[src/uftas_pkg.sv]
`default_nettype none
package uftas_pkg;
	// Register addresses on the plain register port
	localparam logic [31:0] UFTAS_ADDR_DATA  = 32'h5000_1000;
	localparam logic [31:0] UFTAS_ADDR_FCTL  = 32'h5000_1008;
	localparam logic [31:0] UFTAS_ADDR_FAR   = 32'h5000_1070;
	localparam logic [31:0] UFTAS_ADDR_USR   = 32'h5000_107C;
	localparam logic [31:0] UFTAS_ADDR_ISTAT = 32'h5000_1080;
	localparam logic [31:0] UFTAS_ADDR_IMASK = 32'h5000_1084;

	// Widths
	localparam int UFTAS_REG_W  = 16;
	localparam int UFTAS_CHAR_W = 8;
	localparam int UFTAS_DEPTH  = 16;
	localparam int UFTAS_INT_W  = 3;

	// Field positions
	localparam int UFTAS_FAR_BIT     = 0;
	localparam int UFTAS_FCTL_EN_BIT = 0;
	localparam int UFTAS_USR_RFF     = 4;
	localparam int UFTAS_INT_RFF     = 0;
	localparam int UFTAS_INT_TOGGLE  = 1;
	localparam int UFTAS_INT_OVR     = 2;

	// Reset values
	localparam logic                   UFTAS_FAR_RST  = 1'h0;
	localparam logic                   UFTAS_FCTL_RST = 1'h0;
	localparam logic [UFTAS_INT_W-1:0] UFTAS_INT_RST  = 3'h0;
	localparam logic [15:0]            UFTAS_ZERO_REG = 16'h0000;
	localparam logic [7:0]             UFTAS_ZERO_CH  = 8'h00;
endpackage
`default_nettype wire

[src/uftas_fifo_if.sv]
`default_nettype none
// Connection between the register logic and one FIFO
interface uftas_fifo_if #(parameter int W = 8, parameter int D = 16);
	localparam int CW = $clog2(D + 1);
	logic          push;
	logic          pop;
	logic          flush;
	logic [W-1:0]  wdata;
	logic [W-1:0]  rdata;
	logic [CW-1:0] count;
	logic          full;
	logic          empty;
	modport fifo (input push, pop, flush, wdata, output rdata, count, full, empty);
	modport user (output push, pop, flush, wdata, input rdata, count, full, empty);
endinterface
`default_nettype wire

[src/uftas_fifo.sv]
`default_nettype none
module uftas_fifo
	import uftas_pkg::*;
#(
	parameter int W = UFTAS_CHAR_W,
	parameter int D = UFTAS_DEPTH
)
(
	input wire logic clock,
	input wire logic rst_n,
	uftas_fifo_if.fifo  port
);
	localparam int PW = (D > 1) ? $clog2(D) : 1;
	localparam int CW = $clog2(D + 1);
	localparam logic [PW-1:0] LAST = PW'(D - 1);
	localparam logic [CW-1:0] FULL_CNT = CW'(D);

	logic [W-1:0]  mem_r [D];
	logic [PW-1:0] wr_ptr_r;
	logic [PW-1:0] rd_ptr_r;
	logic [CW-1:0] count_r;
	logic          do_push;
	logic          do_pop;

	// Pointer step with wrap at the last slot
	function automatic logic [PW-1:0] step(input logic [PW-1:0] p);
		step = (p == LAST) ? '0 : p + PW'(1);
	endfunction

	// Accepted operations
	assign do_push = port.push && (count_r != FULL_CNT);
	assign do_pop  = port.pop && (count_r != '0);

	// Storage write
	always_ff @(posedge clock)
	begin
		if (do_push && !port.flush)
			mem_r[wr_ptr_r] <= port.wdata;
	end

	// Pointers and fill level, flush resets the control part only
	always_ff @(posedge clock)
	begin
		if (!rst_n || port.flush)
		begin
			wr_ptr_r <= '0;
			rd_ptr_r <= '0;
			count_r  <= '0;
		end
		else
		begin
			if (do_push)
				wr_ptr_r <= step(wr_ptr_r);
			if (do_pop)
				rd_ptr_r <= step(rd_ptr_r);
			if (do_push && !do_pop)
				count_r <= count_r + CW'(1);
			else if (do_pop && !do_push)
				count_r <= count_r - CW'(1);
		end
	end

	// Status seen by the user side
	assign port.rdata = mem_r[rd_ptr_r];
	assign port.count = count_r;
	assign port.full  = (count_r == FULL_CNT);
	assign port.empty = (count_r == '0);
endmodule
`default_nettype wire

[src/uftas_top.sv]
// How it works
// RULE_01 - Test-access bit ignores writes without the build option, yet always reads back.
// RULE_02 - Test-access control sits in bit 0, resets to 0, 1 means on.
// RULE_03 - Test access with FIFOs on: writes fill receive FIFO, reads drain transmit FIFO.
// RULE_04 - Test access without FIFOs: writes load receive buffer, reads return holding register.
// RULE_05 - Switching test access on or off empties both FIFOs.
// RULE_06 - Status bit 4 reads 1 only while receive FIFO is completely full.
// RULE_07 - Full flag drops by itself once receive FIFO has a free slot.
// RULE_08 - FIFOs count as enabled while FIFO control bit 0 is 1.
//
// Design decision made here: the address-and-strobe port.
`default_nettype none
module uftas_top
	import uftas_pkg::*;
#(
	parameter bit FIFO_PRESENT        = 1'b1,
	parameter bit FIFO_ACCESS_PRESENT = 1'b1,
	parameter int DEPTH               = UFTAS_DEPTH
)
(
	input  wire logic                    clock,
	input  wire logic                    rst_n,
	input  wire logic [31:0]             reg_addr,
	input  wire logic [UFTAS_REG_W-1:0]  reg_wdata,
	input  wire logic                    reg_wr,
	input  wire logic                    reg_rd,
	output var  logic [UFTAS_REG_W-1:0]  reg_rdata,
	input  wire logic                    rx_char_valid,
	input  wire logic [UFTAS_CHAR_W-1:0] rx_char_data,
	input  wire logic                    tx_char_req,
	output var  logic                    tx_char_valid,
	output var  logic [UFTAS_CHAR_W-1:0] tx_char_data,
	output var  logic                    fifo_en,
	output var  logic                    fifo_test_access_enable,
	output var  logic                    irq
);
	localparam int PADW = UFTAS_REG_W - UFTAS_CHAR_W;

	logic                    far_r;
	logic                    fctl_en_r;
	logic [UFTAS_CHAR_W-1:0] receive_buffer_reg_r;
	logic [UFTAS_CHAR_W-1:0] transmit_holding_reg_r;
	logic                    hold_valid_r;
	logic [UFTAS_INT_W-1:0]  istat_r;
	logic [UFTAS_INT_W-1:0]  imask_r;
	logic [UFTAS_REG_W-1:0]  rdata_r;
	logic [UFTAS_REG_W-1:0]  rdata_nxt;
	logic                    irq_r;
	logic                    txv_r;
	logic [UFTAS_CHAR_W-1:0] txd_r;
	logic                    rx_full_d_r;
	logic [UFTAS_INT_W-1:0]  ev_set;
	logic                    fifos_on;
	logic                    wr_data;
	logic                    rd_data;
	logic                    wr_far;
	logic                    toggle;
	logic                    rx_full_flag;

	uftas_fifo_if #(.W(UFTAS_CHAR_W), .D(DEPTH)) rxf ();
	uftas_fifo_if #(.W(UFTAS_CHAR_W), .D(DEPTH)) txf ();

	// Address match used by every decoder
	function automatic logic hit(input logic [31:0] a, input logic [31:0] t);
		hit = (a == t);
	endfunction

	// Widen a character to register width
	function automatic logic [UFTAS_REG_W-1:0] widen(input logic [UFTAS_CHAR_W-1:0] c);
		widen = {{PADW{1'b0}}, c};
	endfunction

	// Access decode
	assign fifos_on = FIFO_PRESENT && fctl_en_r; // [RULE_08]
	assign wr_data  = reg_wr && hit(reg_addr, UFTAS_ADDR_DATA);
	assign rd_data  = reg_rd && hit(reg_addr, UFTAS_ADDR_DATA);
	assign wr_far   = reg_wr && hit(reg_addr, UFTAS_ADDR_FAR) && FIFO_ACCESS_PRESENT; // [RULE_01]
	assign toggle   = wr_far && (reg_wdata[UFTAS_FAR_BIT] != far_r);
	assign rx_full_flag = rxf.full; // [RULE_06] [RULE_07]

	// Test-access control bit
	always_ff @(posedge clock)
	begin
		if (!rst_n)
			far_r <= UFTAS_FAR_RST;
		else if (wr_far)
			far_r <= reg_wdata[UFTAS_FAR_BIT]; // [RULE_01] [RULE_02]
	end

	// FIFO enable from the FIFO control register
	always_ff @(posedge clock)
	begin
		if (!rst_n)
			fctl_en_r <= UFTAS_FCTL_RST;
		else if (reg_wr && hit(reg_addr, UFTAS_ADDR_FCTL))
			fctl_en_r <= reg_wdata[UFTAS_FCTL_EN_BIT]; // [RULE_08]
	end

	// Receive FIFO: engine fills it normally, the master fills it in test access
	assign rxf.flush = toggle; // [RULE_05]
	assign rxf.push  = fifos_on && (far_r ? wr_data : rx_char_valid); // [RULE_03]
	assign rxf.wdata = far_r ? reg_wdata[UFTAS_CHAR_W-1:0] : rx_char_data;
	assign rxf.pop   = fifos_on && !far_r && rd_data;

	// Transmit FIFO: the master fills it in both modes, drains it in test access
	// Keeping the fill path in test access lets the master read back what it queued
	assign txf.flush = toggle; // [RULE_05]
	assign txf.push  = fifos_on && wr_data; // [RULE_03]
	assign txf.wdata = reg_wdata[UFTAS_CHAR_W-1:0];
	assign txf.pop   = fifos_on && (far_r ? rd_data : tx_char_req); // [RULE_03]

	uftas_fifo #(.W(UFTAS_CHAR_W), .D(DEPTH)) u_rx_fifo
	(
		.clock (clock),
		.rst_n (rst_n),
		.port  (rxf.fifo)
	);

	uftas_fifo #(.W(UFTAS_CHAR_W), .D(DEPTH)) u_tx_fifo
	(
		.clock (clock),
		.rst_n (rst_n),
		.port  (txf.fifo)
	);

	// Receive buffer used while FIFOs are off
	always_ff @(posedge clock)
	begin
		if (!rst_n)
			receive_buffer_reg_r <= UFTAS_ZERO_CH;
		else if (!fifos_on && far_r && wr_data)
			receive_buffer_reg_r <= reg_wdata[UFTAS_CHAR_W-1:0]; // [RULE_04]
		else if (!fifos_on && !far_r && rx_char_valid)
			receive_buffer_reg_r <= rx_char_data;
	end

	// Transmit holding register used while FIFOs are off
	always_ff @(posedge clock)
	begin
		if (!rst_n)
		begin
			transmit_holding_reg_r <= UFTAS_ZERO_CH;
			hold_valid_r           <= 1'b0;
		end
		else if (!fifos_on && !far_r && wr_data)
		begin
			transmit_holding_reg_r <= reg_wdata[UFTAS_CHAR_W-1:0];
			hold_valid_r           <= 1'b1;
		end
		else if (!fifos_on && !far_r && tx_char_req)
			hold_valid_r <= 1'b0;
	end

	// Character handed to the transmit engine, held back in test access
	always_ff @(posedge clock)
	begin
		if (!rst_n)
		begin
			txv_r <= 1'b0;
			txd_r <= UFTAS_ZERO_CH;
		end
		else if (tx_char_req && !far_r && fifos_on && !txf.empty)
		begin
			txv_r <= 1'b1;
			txd_r <= txf.rdata;
		end
		else if (tx_char_req && !far_r && !fifos_on && hold_valid_r)
		begin
			txv_r <= 1'b1;
			txd_r <= transmit_holding_reg_r;
		end
		else
			txv_r <= 1'b0;
	end

	// Read data mux, zero for unmapped addresses
	always_comb
	begin
		rdata_nxt = UFTAS_ZERO_REG;
		if (!reg_rd)
			rdata_nxt = UFTAS_ZERO_REG;
		else if (hit(reg_addr, UFTAS_ADDR_DATA))
		begin
			if (far_r)
				rdata_nxt = fifos_on ? widen(txf.rdata) : widen(transmit_holding_reg_r); // [RULE_03] [RULE_04]
			else
				rdata_nxt = fifos_on ? widen(rxf.rdata) : widen(receive_buffer_reg_r);
		end
		else if (hit(reg_addr, UFTAS_ADDR_FCTL))
			rdata_nxt[UFTAS_FCTL_EN_BIT] = fctl_en_r;
		else if (hit(reg_addr, UFTAS_ADDR_FAR))
			rdata_nxt[UFTAS_FAR_BIT] = far_r; // [RULE_01]
		else if (hit(reg_addr, UFTAS_ADDR_USR))
			rdata_nxt[UFTAS_USR_RFF] = rx_full_flag; // [RULE_06]
		else if (hit(reg_addr, UFTAS_ADDR_ISTAT))
			rdata_nxt[UFTAS_INT_W-1:0] = istat_r;
		else if (hit(reg_addr, UFTAS_ADDR_IMASK))
			rdata_nxt[UFTAS_INT_W-1:0] = imask_r;
	end

	// Read data stands one cycle after the strobe only
	always_ff @(posedge clock)
	begin
		if (!rst_n)
			rdata_r <= UFTAS_ZERO_REG;
		else
			rdata_r <= rdata_nxt;
	end

	// Interrupt events: full rising, mode toggle, push into full receive FIFO
	always_comb
	begin
		ev_set = UFTAS_INT_RST;
		ev_set[UFTAS_INT_RFF]    = rx_full_flag && !rx_full_d_r;
		ev_set[UFTAS_INT_TOGGLE] = toggle;
		ev_set[UFTAS_INT_OVR]    = rxf.push && rxf.full;
	end

	always_ff @(posedge clock)
	begin
		if (!rst_n)
			rx_full_d_r <= 1'b0;
		else
			rx_full_d_r <= rx_full_flag;
	end

	// Sticky status, write one to clear, a new event wins over the clear
	always_ff @(posedge clock)
	begin
		if (!rst_n)
			istat_r <= UFTAS_INT_RST;
		else if (reg_wr && hit(reg_addr, UFTAS_ADDR_ISTAT))
			istat_r <= (istat_r & ~reg_wdata[UFTAS_INT_W-1:0]) | ev_set;
		else
			istat_r <= istat_r | ev_set;
	end

	// Interrupt mask
	always_ff @(posedge clock)
	begin
		if (!rst_n)
			imask_r <= UFTAS_INT_RST;
		else if (reg_wr && hit(reg_addr, UFTAS_ADDR_IMASK))
			imask_r <= reg_wdata[UFTAS_INT_W-1:0];
	end

	// Level interrupt registered from the status and mask values, one cycle behind them
	always_ff @(posedge clock)
	begin
		if (!rst_n)
			irq_r <= 1'b0;
		else
			irq_r <= |(istat_r & imask_r);
	end

	// Outputs straight from flip-flops
	assign reg_rdata               = rdata_r;
	assign tx_char_valid           = txv_r;
	assign tx_char_data            = txd_r;
	assign fifo_en                 = fctl_en_r;
	assign fifo_test_access_enable = far_r;
	assign irq                     = irq_r;
endmodule
`default_nettype wire

[config.mk]
export PLATFORM = sky130hd
export DESIGN_NAME = uftas_top
export DESIGN_NICKNAME = d
export VERILOG_FILES = /design/src/uftas_pkg.sv /design/src/uftas_fifo_if.sv /design/src/uftas_fifo.sv /design/src/uftas_top.sv
export SDC_FILE = /design/constraint.sdc
export NUM_CORES = 1
export LEC_CHECK = 0
export ABC_AREA = 0
export BUFFER_PORTS_ARGS = -buffer_cell sky130_fd_sc_hd__clkbuf_2
export CAP_MARGIN = 20
export CORE_MARGIN = 1.5
export CORE_UTILIZATION = 60
export CTS_CLUSTER_DIAMETER = 60
export DETAILED_ROUTE_END_ITERATION = 12
export PLACE_DENSITY_LB_ADDON = 0.25
export SLEW_MARGIN = 10
export SYNTH_ARGS = -nofsm -noshare
export SYNTH_HDL_FRONTEND = slang
export SYNTH_SLANG_ARGS = --single-unit
export TNS_END_PERCENT = 100
[constraint.sdc]
create_clock -name clock -period 5.4 [get_ports clock]
set_input_delay 1.35 -clock clock [delete_from_list [all_inputs] [get_ports clock]]
set_output_delay 1.35 -clock clock [all_outputs]
set_load 0.05 [all_outputs]
* Word-level counts from Yosys, hierarchy flattened
Memory sizes are Yosys's and may differ from the RTL's. A register that Yosys moved wholly into a read port is not among the register bits.
Cells that the tools add are included.
** Operators by class
- Add/sub/neg operators :: 8
- Reduce and logical (&&, ||, !) cells :: 57
- Eq/ne operators :: 14
- Bitwise operators :: 5
- Multiplexer cells :: 43
** Operators with widths (count)
- 32-bit by 31-bit == test with 1-bit output, second input constant :: 6
- 8-bit 2-to-1 mux :: 8
- 1-bit logical AND :: 35
- 4-bit 2-to-1 mux :: 8
- 5-bit 2-to-1 mux :: 4
- 4-bit by 1-bit adder with 4-bit output, second input constant :: 4
- 4-bit == test, second input constant :: 4
- 1-bit 2-to-1 mux :: 16
- 3-bit 2-to-1 mux :: 5
- 5-bit by 1-bit adder with 5-bit output, second input constant :: 2
- 1-bit logical NOT :: 10
- 5-bit inequality test, second input constant :: 2
- 2-bit nonzero test :: 5
- 5-bit nonzero test :: 2
- 5-bit by 1-bit subtractor with 5-bit output, second input constant :: 2
- 3-bit AND :: 2
- 3-bit OR :: 2
- 5-bit == test, second input constant :: 1
- 5-bit logical NOT :: 1
- 2-bit 2-to-1 mux :: 2
- 3-bit inverter :: 1
- 3-bit AND reduction :: 1
- 3-bit OR reduction :: 1
- 2-bit AND reduction :: 1
- other kinds (2) :: 2
** Word-level totals
- RAM bits :: 256
- Register bits after elaboration :: 78
- Memories kept :: 2
- Word-level logic and storage cells :: 148
** Memories
- u_rx_fifo.mem_r :: words 16, width 8, read ports 1, clocked after Yosys merged registers in 1, wr ports 1, line uftas_fifo.sv:18 : logic [W-1:0] mem_r [D];
- u_tx_fifo.mem_r :: words 16, width 8, read ports 1, clocked after Yosys merged registers in 1, wr ports 1, line uftas_fifo.sv:18

* Logic depth before layout (Yosys ltp)
Gate-level depths: netlist of run 1.
- Word-level depth :: 9
- Gate-level depth with buffers :: 15
- Mapped depth without buffers :: 14

* Cells and area by module
Synthesis of run 1 repeated with hierarchy kept, for this count alone.
** Unflattened totals
- Cells, all modules :: 908
- Area, all modules :: 14290.0 µm²
** Modules (own cells, without submodules)
- uftas_fifo :: area each 5806.8 µm², cells each 315, times used 2
- uftas_top :: area each 2676.3 µm², cells each 278, times used 1

* Worst setup path after synthesis of run 1
OpenSTA, ideal clock, no wires.
- Path kind :: input to register
- Start :: input port reg_addr[2]
- End :: register u_rx_fifo.count_r[4], in the netlist u_rx_fifo.port.count[4]
- Stages :: 15
- Buffers on the path :: 1
- Library setup time :: 117 ps
- Setup slack :: 1336 ps
- Data arrival time :: 3947 ps
- Path through :: buf_2 -> nor2_1 -> nand2_1 -> nor4_4 -> o21ai_1 -> inv_1 -> ha_1 -> inv_1 -> ha_1 -> nor2b_1 -> o21a_1 -> or3_1 -> a21oi_1 -> xnor2_1 -> nor2_1
** On the way
- Longest elaborated chain between the ends :: 8
- Elaborated cells on any way between the ends :: 18
- Those cells by class :: 2 x eq/ne; 2 x mux; 14 x reduce/logical
** RTL lines
- start, declared :: line uftas_top.sv:23 : input wire logic [31:0] reg_addr,
- 32-bit by 31-bit == test with 1-bit output (*) :: line uftas_top.sv:65 : hit = (a == t);
- 1-bit logical AND (*) :: line uftas_top.sv:75 : assign wr_data = reg_wr && hit(reg_addr, UFTAS_ADDR_DATA);
- 1-bit 2-to-1 mux (*) :: line uftas_top.sv:101 : assign rxf.push = fifos_on && (far_r ? wr_data : rx_char_valid);
- 1-bit logical AND (*) :: line uftas_top.sv:101
- 1-bit logical AND (*) :: line uftas_fifo.sv:31 : assign do_push = port.push && (count_r != FULL_CNT);
- via u_rx_fifo.do_push :: line uftas_fifo.sv:22 : logic do_push;
- 1-bit logical NOT :: line uftas_fifo.sv:58 : else if (do_pop && !do_push)
- 1-bit logical AND :: line uftas_fifo.sv:58
- 2-bit nonzero test (no line)
- end signal, assigned :: line uftas_fifo.sv:57 : count_r <= count_r + CW'(1);
- end signal, assigned :: line uftas_fifo.sv:59 : count_r <= count_r - CW'(1);
- end, declared :: line uftas_fifo.sv:21 : logic [CW-1:0] count_r;
The timed path passes the listed nets; every way through them passes the cells marked *.
A chain may end at the register's enable or synchronous reset.

* Worst setup path in the final report of run 1
Same ends and word-level chain as after synthesis.

==> results of run 1 <==
==> metrics by stage <==
step,cell area (sq um),utilization,power (mW),cells
2_1_floorplan,14080,-,2.878,890
3_3_place_gp,14680,0.6424,2.928,1238
3_5_place_dp,14680,0.6424,2.931,1238
4_1_cts,15760,0.6898,5.159,1299
5_1_grt,15760,0.6898,5.262,1299
6_report,15760,0.6898,5.141,1299
==> metal layers <==
metal  vias up  wire length (microns)
li1       3596                      -
met1      4017                  12860
met2       325                  14230
met3        52                   1917
met4         0                    731
met5         -                      0
==> sequential cells by signal (all words and copies together), names as in the netlist, 5 cells and up, named ones only <==
signal / count
u_rx_fifo.mem_r: 128
transmit_holding_reg_r: 8
u_tx_fifo.port.count: 5
tx_char_data: 8
receive_buffer_reg_r: 8
reg_rdata: 8
u_rx_fifo.port.count: 5
u_tx_fifo.mem_r: 128
==> worst min-delay path by stage <==
stage	to	startpoint	cells after the start
2_1_floorplan	receive_buffer_reg_r[0]	receive_buffer_reg_r[0]	2
3_3_place_gp	receive_buffer_reg_r[3]	receive_buffer_reg_r[3]	2
3_5_place_dp	receive_buffer_reg_r[3]	receive_buffer_reg_r[3]	2
4_1_cts	receive_buffer_reg_r[3]	receive_buffer_reg_r[3]	2
5_1_grt	receive_buffer_reg_r[0]	receive_buffer_reg_r[0]	2
6_report	receive_buffer_reg_r[3]	receive_buffer_reg_r[3]	2
==> final cells by class <==
type | count | share of cell area
well taps | 313 | 0.02485
multi-input cells | 490 | 0.2867
inverters | 16 | 0.003811
flip-flops and latches | 334 | 0.5870
clock inverters | 13 | 0.008812
repair buffers | 85 | 0.02890
clock buffers | 48 | 0.05994
==> where the power goes <==
part	leakage (nW)	switching [mW]	total, mW	internal (mW)
clock network	0.531	0.937	2.26	1.33
logic	1.87	0.0812	0.112	0.0306
registers	2.93	0.00173	2.77	2.76
total	5.33	1.02	5.14	4.12
==> worst register-to-register path: stages (launching register included) <==
cell      delay [ns]
dfxtp_1         0.35
or4_4           0.56
nand2b_1        0.21
and3_1          0.38
a41oi_2         0.45
ha_1            0.31
inv_1           0.12
ha_1            0.30
nor2b_1         0.14
o21a_1          0.17
or3_1           0.31
a21oi_1         0.18
xnor2_1         0.14
nor2_1          0.05
==> cell usage after synthesis, drive strengths merged (11+ instances only) <==
cell type and count:
nand3 15, clkbuf 22, mux4 64, dfxtp 78, a21oi 25, mux2i 46, mux2 12, nor2 56
a22oi 11, a211oi 11, and2 21, nand2 42, and3 11, ha 19, inv 15, buf 28
edfxtp 256, nor2b 20
==> logic make-up after synthesis <==
logic type,Yosys count,share of synthesized area
multiplexers,122,0.1449
AND/OR/NAND/NOR,216,0.08892
buffers and inverters,66,0.02350
XOR/XNOR,11,0.006854
flip-flops,334,0.6579
adder cells (fa/ha/maj),21,0.01976
AO/OA/AOI/OAI,112,0.05785
other,1,0.0002668
==> results.rst, run 1 <==
.. list-table::
   :header-rows: 1

   * - Metric
     - Value
   * - Number of flops mapped to enable cells by yosys
     - 256
   * - Number of DRC violations after detailed-routing iteration 0
     - 644
   * - Least-Margin Pin Slew
     - 1.023 ns
   * - CP Capture Type
     - register
   * - Setup repair after global routing missed its margin
     - no
   * - Worst setup skew after layout
     - 0.01700 ns
   * - Register bit total from synthesis
     - 334
   * - Hold crit path type
     - reg -> reg
   * - Initial antenna violation count
     - 0
   * - Number of H-tree levels
     - 2
   * - Effective utilization at floorplan
     - 0.6153
   * - Final Hold Vio Count
     - 0
   * - Worst Path Required
     - 5.80 ns
   * - Pin count of the biggest net entering global routing
     - 32
   * - Skew-Pair Late Insertion Delay
     - 0.51 ns
   * - Static power due to leakage
     - 5.327 nW
   * - Portion of the clock cycle consumed by the worst path in the final layout
     - 0.7456
   * - Count of antenna-violating nets left after detailed routing
     - 0
   * - Number of buffers added for setup after CTS
     - 0
   * - Tot GR Track Use
     - 0.2533
   * - Register-to-Register Setup Slack
     - 1.61 ns
   * - Cell type contributing the most total cell area after synthesis
     - edfxtp_1
   * - Clock root buffer master
     - clkbuf_16
   * - Share of synthesized flip-flops with an asynchronous set or reset
     - 0
   * - Number of clock sinks seen by CTS
     - 334
   * - Resized Gates After CTS
     - 0
   * - Worst voltage drop across the vdd grid
     - 0.2330 mV
   * - Leading register cell type out of synthesis
     - edfxtp_1
   * - Most common cell after layout, fill and taps aside
     - edfxtp_1
   * - Maximum count of clock buffers along a single path
     - 3
   * - Clock buffer count from CTS
     - 34
   * - Startpoint Class
     - input port
   * - Global route overflow
     - 0
   * - Number of warnings reported in the yosys synthesis log
     - 0
   * - Via count normalized by instance count
     - 6.151
   * - GRT Max-Usage Layer
     - met2
   * - Setup violations, final
     - 0
   * - TritonCTS clock tree
     - yes
   * - Run status
     - complete, no violations
   * - Worst setup path endpoint
     - u_rx_fifo.port.count[4]
   * - Critical Path Source
     - reg_addr[2]
   * - # hold bufs at CTS
     - 0
   * - Syn-to-layout area delta
     - 12.11%
   * - Met1 track demand over resource in global routing
     - 0.3635
   * - R2r startpoint
     - u_tx_fifo.port.count[0]
   * - Routed wire length per instance
     - 22.89 microns
   * - Top cell type's share of synthesized area
     - 0.5469
   * - Final RePlAce weighted congestion
     - 0.7876
   * - Final Slew Violations
     - 0
   * - Core area
     - 22,850 sq um
   * - Number of iterations in the first detailed-routing pass
     - 5
   * - Ratio of cells with drive above 1 in the final layout
     - 0.2394
   * - Area of the multi-input gates
     - 4518 sq um
   * - Fillcell total
     - 1,516
   * - Tightest slew margin relative to the limit
     - 0.3115
   * - Mean area per synthesized cell
     - 15.92 sq um
   * - Logic depth of the worst register-to-register path
     - 13
   * - Global Route met2 Usage
     - 0.4055
   * - Global-route wire length before repair
     - 45,800 microns
   * - Total number of placement rows
     - 55
   * - Count of cell instances traversed by the critical path
     - 15
   * - Met3 capacity usage during global routing
     - 0.03972
   * - Nets@finish
     - 1,044
   * - Share of synthesized area occupied by flip-flops and latches
     - 0.6579
   * - Worst Path Max Fanout
     - 7
   * - Worst Setup Path Type
     - in -> reg
   * - Chain of cells forming the critical path
     - clkbuf_2 -> nor2_1 -> nand2_1 -> nor4_4 -> o21ai_1 -> inv_1 -> ha_1 -> inv_1 -> ha_1 -> nor2b_1 -> o21a_1 -> or3_1 -> a21oi_1 -> xnor2_1 -> nor2_1
   * - Fmax
     - 248.4 MHz
   * - Die Height
     - 156.1 microns
   * - Post-placement setup slack
     - 0.8576 ns
   * - Max stage delay cell, worst path
     - nor2_1
   * - Sequential cell area
     - 9251 sq um
   * - Antenna Diode Count
     - 0
   * - Sum of negative setup slack
     - 0 ns
   * - IO Count
     - 90
   * - Post-route worst setup slack
     - 1.374 ns
   * - Max-cap violations
     - 0
   * - Commonest cells after routing, fill and taps aside
     - 256 x edfxtp_1, 76 x dfxtp_1, 73 x clkbuf_2
   * - Number of distinct library cells after synthesis
     - 72
   * - Total Routed Length
     - 29,730 microns
   * - Tightest hold margin
     - 0.4542 ns
   * - Netlist area before placement
     - 14,060 sq um
   * - Port bufs
     - 73
   * - Clock-pin slew reported for the worst setup and hold paths after clock tree synthesis
     - 0.06 ns
   * - Worst path max stage delay
     - 0.37 ns
   * - DR vias
     - 7,990
   * - Overall die area
     - 24,360 sq um
   * - End of the worst register-to-register path
     - u_tx_fifo.port.count[4]
   * - Total power density per cell area
     - 326.2 nW/um^2
   * - Post-route DRC violation count
     - 0
   * - Placed wire-length estimate
     - 19,550 microns
   * - Overall die width
     - 156.1 microns
   * - Data arrival time of the worst path
     - 4.43 ns
   * - Area contributors post-synth
     - edfxtp_1 55%, dfxtp_1 11%, mux4_2 10%
   * - Delay-heaviest family, CP
     - simple AND/OR/NAND/NOR gates
   * - Via count of the first global-routing pass
     - 7,974
   * - Final critical delay including setup and external delays
     - 4.026 ns
   * - Number of buffers and inverters on the critical path
     - 3
   * - Gate count of the mapped netlist
     - 883
Power figures use the tool's default switching activity.
==> run 2: changes to the inputs <==
CORE_UTILIZATION = 55   (was 60)
clock period = 3.6 ns   (was 5.4 ns; I/O delays follow)
==> results.rst, run 2 (synthesis gave the netlist of run 1 again) <==
.. list-table::
   :header-rows: 1

   * - Metric
     - Value
   * - Run status
     - complete, no violations
   * - Post-route worst setup slack
     - 0.3929 ns
   * - Most common cell after layout, fill and taps aside
     - edfxtp_1
   * - Critical Path Source
     - u_tx_fifo.port.count[0]
   * - Tot GR Track Use
     - 0.2383
   * - Worst Path Max Fanout
     - 4
   * - Max-cap violations
     - 0
   * - Fillcell total
     - 1,798
   * - Number of H-tree levels
     - 2
   * - Worst setup path endpoint
     - u_tx_fifo.port.count[4]
   * - Die Height
     - 162.9 microns
   * - Ratio of cells with drive above 1 in the final layout
     - 0.2859
   * - Final RePlAce weighted congestion
     - 0.8108
   * - Nets@finish
     - 1,103
   * - CP Capture Type
     - register
   * - Sum of negative setup slack
     - 0 ns
   * - Final Slew Violations
     - 0
   * - Count of antenna-violating nets left after detailed routing
     - 0
   * - Internal power
     - 6.493 mW
   * - Total power density per cell area
     - 490.7 nW/um^2
   * - Skew-Pair Late Insertion Delay
     - 0.52 ns
   * - Tightest slew margin relative to the limit
     - 0.3580
   * - Pin count of the biggest net entering global routing
     - 27
   * - Syn-to-layout area delta
     - 17.00%
   * - Static power due to leakage
     - 5.706 nW
   * - Data arrival time of the worst path
     - 3.60 ns
   * - Number of clock sinks seen by CTS
     - 334
   * - Worst Setup Path Type
     - reg -> reg
   * - Hold crit path type
     - reg -> reg
   * - Post-Layout Cell Count
     - 1,377
   * - Resized Gates After CTS
     - 0
   * - Portion of the clock cycle consumed by the worst path in the final layout
     - 0.8909
   * - # hold bufs at CTS
     - 0
   * - Chain of cells forming the critical path
     - or4_4 -> nand2b_1 -> and3_1 -> a41oi_2 -> ha_1 -> inv_1 -> ha_1 -> nor2b_1 -> o21a_1 -> or3_1 -> a21oi_1 -> xnor2_1 -> nor2_1
   * - Least-Margin Pin Slew
     - 0.9541 ns
   * - R2r startpoint
     - u_tx_fifo.port.count[0]
   * - Global route overflow
     - 0
   * - Worst setup skew after layout
     - 0.02482 ns
   * - Routed wire length per instance
     - 22.01 microns
   * - Post-placement setup slack
     - -0.06941 ns
   * - Clock-pin slew reported for the worst setup and hold paths after clock tree synthesis
     - 0.06 ns
   * - Final critical delay including setup and external delays
     - 3.207 ns
   * - Via count normalized by instance count
     - 5.929
   * - Setup repair after global routing missed its margin
     - no
   * - Register-to-Register Setup Slack
     - 0.39 ns
   * - TritonCTS clock tree
     - yes
   * - Switching fraction of total power
     - 0.1956
   * - Number of buffers added for setup after CTS
     - 0
   * - Fmax
     - 311.8 MHz
   * - Final Hold Vio Count
     - 0
   * - Placed instance count
     - 1,313
   * - Post-route DRC violation count
     - 0
   * - Clock root buffer master
     - clkbuf_16
   * - Overall die area
     - 26,530 sq um
   * - Number of iterations in the first detailed-routing pass
     - 5
   * - Port bufs
     - 73
   * - Initial antenna violation count
     - 1
   * - Total Routed Length
     - 30,310 microns
   * - Net switching power
     - 1.578 mW
   * - Overall die width
     - 162.9 microns
   * - Flop pwr share
     - 0.514
   * - Max stage delay cell, worst path
     - or4_4
   * - Placed wire-length estimate
     - 20,500 microns
   * - Effective utilization at floorplan
     - 0.5598
   * - IO Count
     - 90
   * - Part of the power in the clock network
     - 0.464
   * - Startpoint Class
     - register
   * - Worst voltage drop across the vdd grid
     - 0.3224 mV
   * - Worst Path Required
     - 3.99 ns
   * - Total number of placement rows
     - 58
   * - Commonest cells after routing, fill and taps aside
     - 256 x edfxtp_1, 76 x dfxtp_1, 73 x clkbuf_2
   * - Via count of the first global-routing pass
     - 8,211
   * - Setup violations, final
     - 0
   * - Global-route wire length before repair
     - 47,100 microns
   * - Logic depth of the worst register-to-register path
     - 13
   * - Core area
     - 25,110 sq um
   * - Gate power share
     - 0.022
   * - End of the worst register-to-register path
     - u_tx_fifo.port.count[4]
   * - Number of DRC violations after detailed-routing iteration 0
     - 699
   * - Worst path max stage delay
     - 0.55 ns
   * - Maximum count of clock buffers along a single path
     - 3
   * - Crit path top cell by count
     - ha_1
   * - Clock buffer count from CTS
     - 35
   * - Largest regs
     - u_rx_fifo.mem_r (128), u_tx_fifo.mem_r (128)
   * - DR vias
     - 8,164
run 2: cell type report:
class	instances	area, sq um	share of cell area
clock buffer	43	935.9	0.05690
tap	330	412.9	0.02510
multi-input combinational	490	4516	0.2746
antenna	1	2.502	0.0001521
sequential	334	9251	0.5625
inverter	16	60.06	0.003652
clock inverter	20	277.8	0.01689
timing repair buffer	143	991.0	0.06025
run 2: critical path, delay by kind of cell, from the launching register on:
kind,cells,cell delay (ns)
DFF,1,0.34
xor gates and xnor gates,1,0.14
AOI/OAI and AO/OA,3,0.56
buffers and inverters,1,0.06
adders and majority gates,2,0.49
and+or+nand+nor,6,1.49
run 2: how the worst min path moves through the flow:
stage	end	slack, ns	start	depth (start not counted)
final	receive_buffer_reg_r[5]	0.46	receive_buffer_reg_r[5]	2
after global placement	receive_buffer_reg_r[0]	0.44	receive_buffer_reg_r[0]	2
after global routing	receive_buffer_reg_r[5]	0.47	receive_buffer_reg_r[5]	2
after floorplan	receive_buffer_reg_r[0]	0.44	receive_buffer_reg_r[0]	2
after CTS	receive_buffer_reg_r[5]	0.46	receive_buffer_reg_r[5]	2
after detailed placement	receive_buffer_reg_r[5]	0.45	receive_buffer_reg_r[5]	2
run 2: power by group through the flow:
stage	combinational (mW)	clock, mW	sequential, mW
2_1_floorplan	0.0864	0	4.23
3_3_place_gp	0.169	0	4.23
3_5_place_dp	0.173	0	4.23
4_1_cts	0.174	3.79	4.15
5_1_grt	0.187	3.95	4.15
6_report	0.174	3.75	4.15
run 2: per-stage QoR:
| stage | power, mW | hold WS (ns) | utilization | instance area [sq um] |
|---|---|---|---|---|
| after detailed placement | 4.404 | 0.4491 | 0.6066 | 15230 |
| after CTS | 8.114 | 0.4576 | 0.6549 | 16440 |
| after floorplan | 4.317 | 0.4357 | - | 14090 |
| after global routing | 8.286 | 0.4718 | 0.6549 | 16440 |
| after global placement | 4.400 | 0.4426 | 0.6066 | 15230 |
| final | 8.071 | 0.4576 | 0.6550 | 16450 |
run 2: routing by layer:
metal / global-route usage / routed length, microns / vias to the layer above
met5: 0 / 0 / -
met4: 0.08799 / 1005 / 0
met3: 0.04151 / 1832 / 62
met2: 0.3752 / 14490 / 303
met1: 0.3355 / 12980 / 4075
li1: - / - / 3724
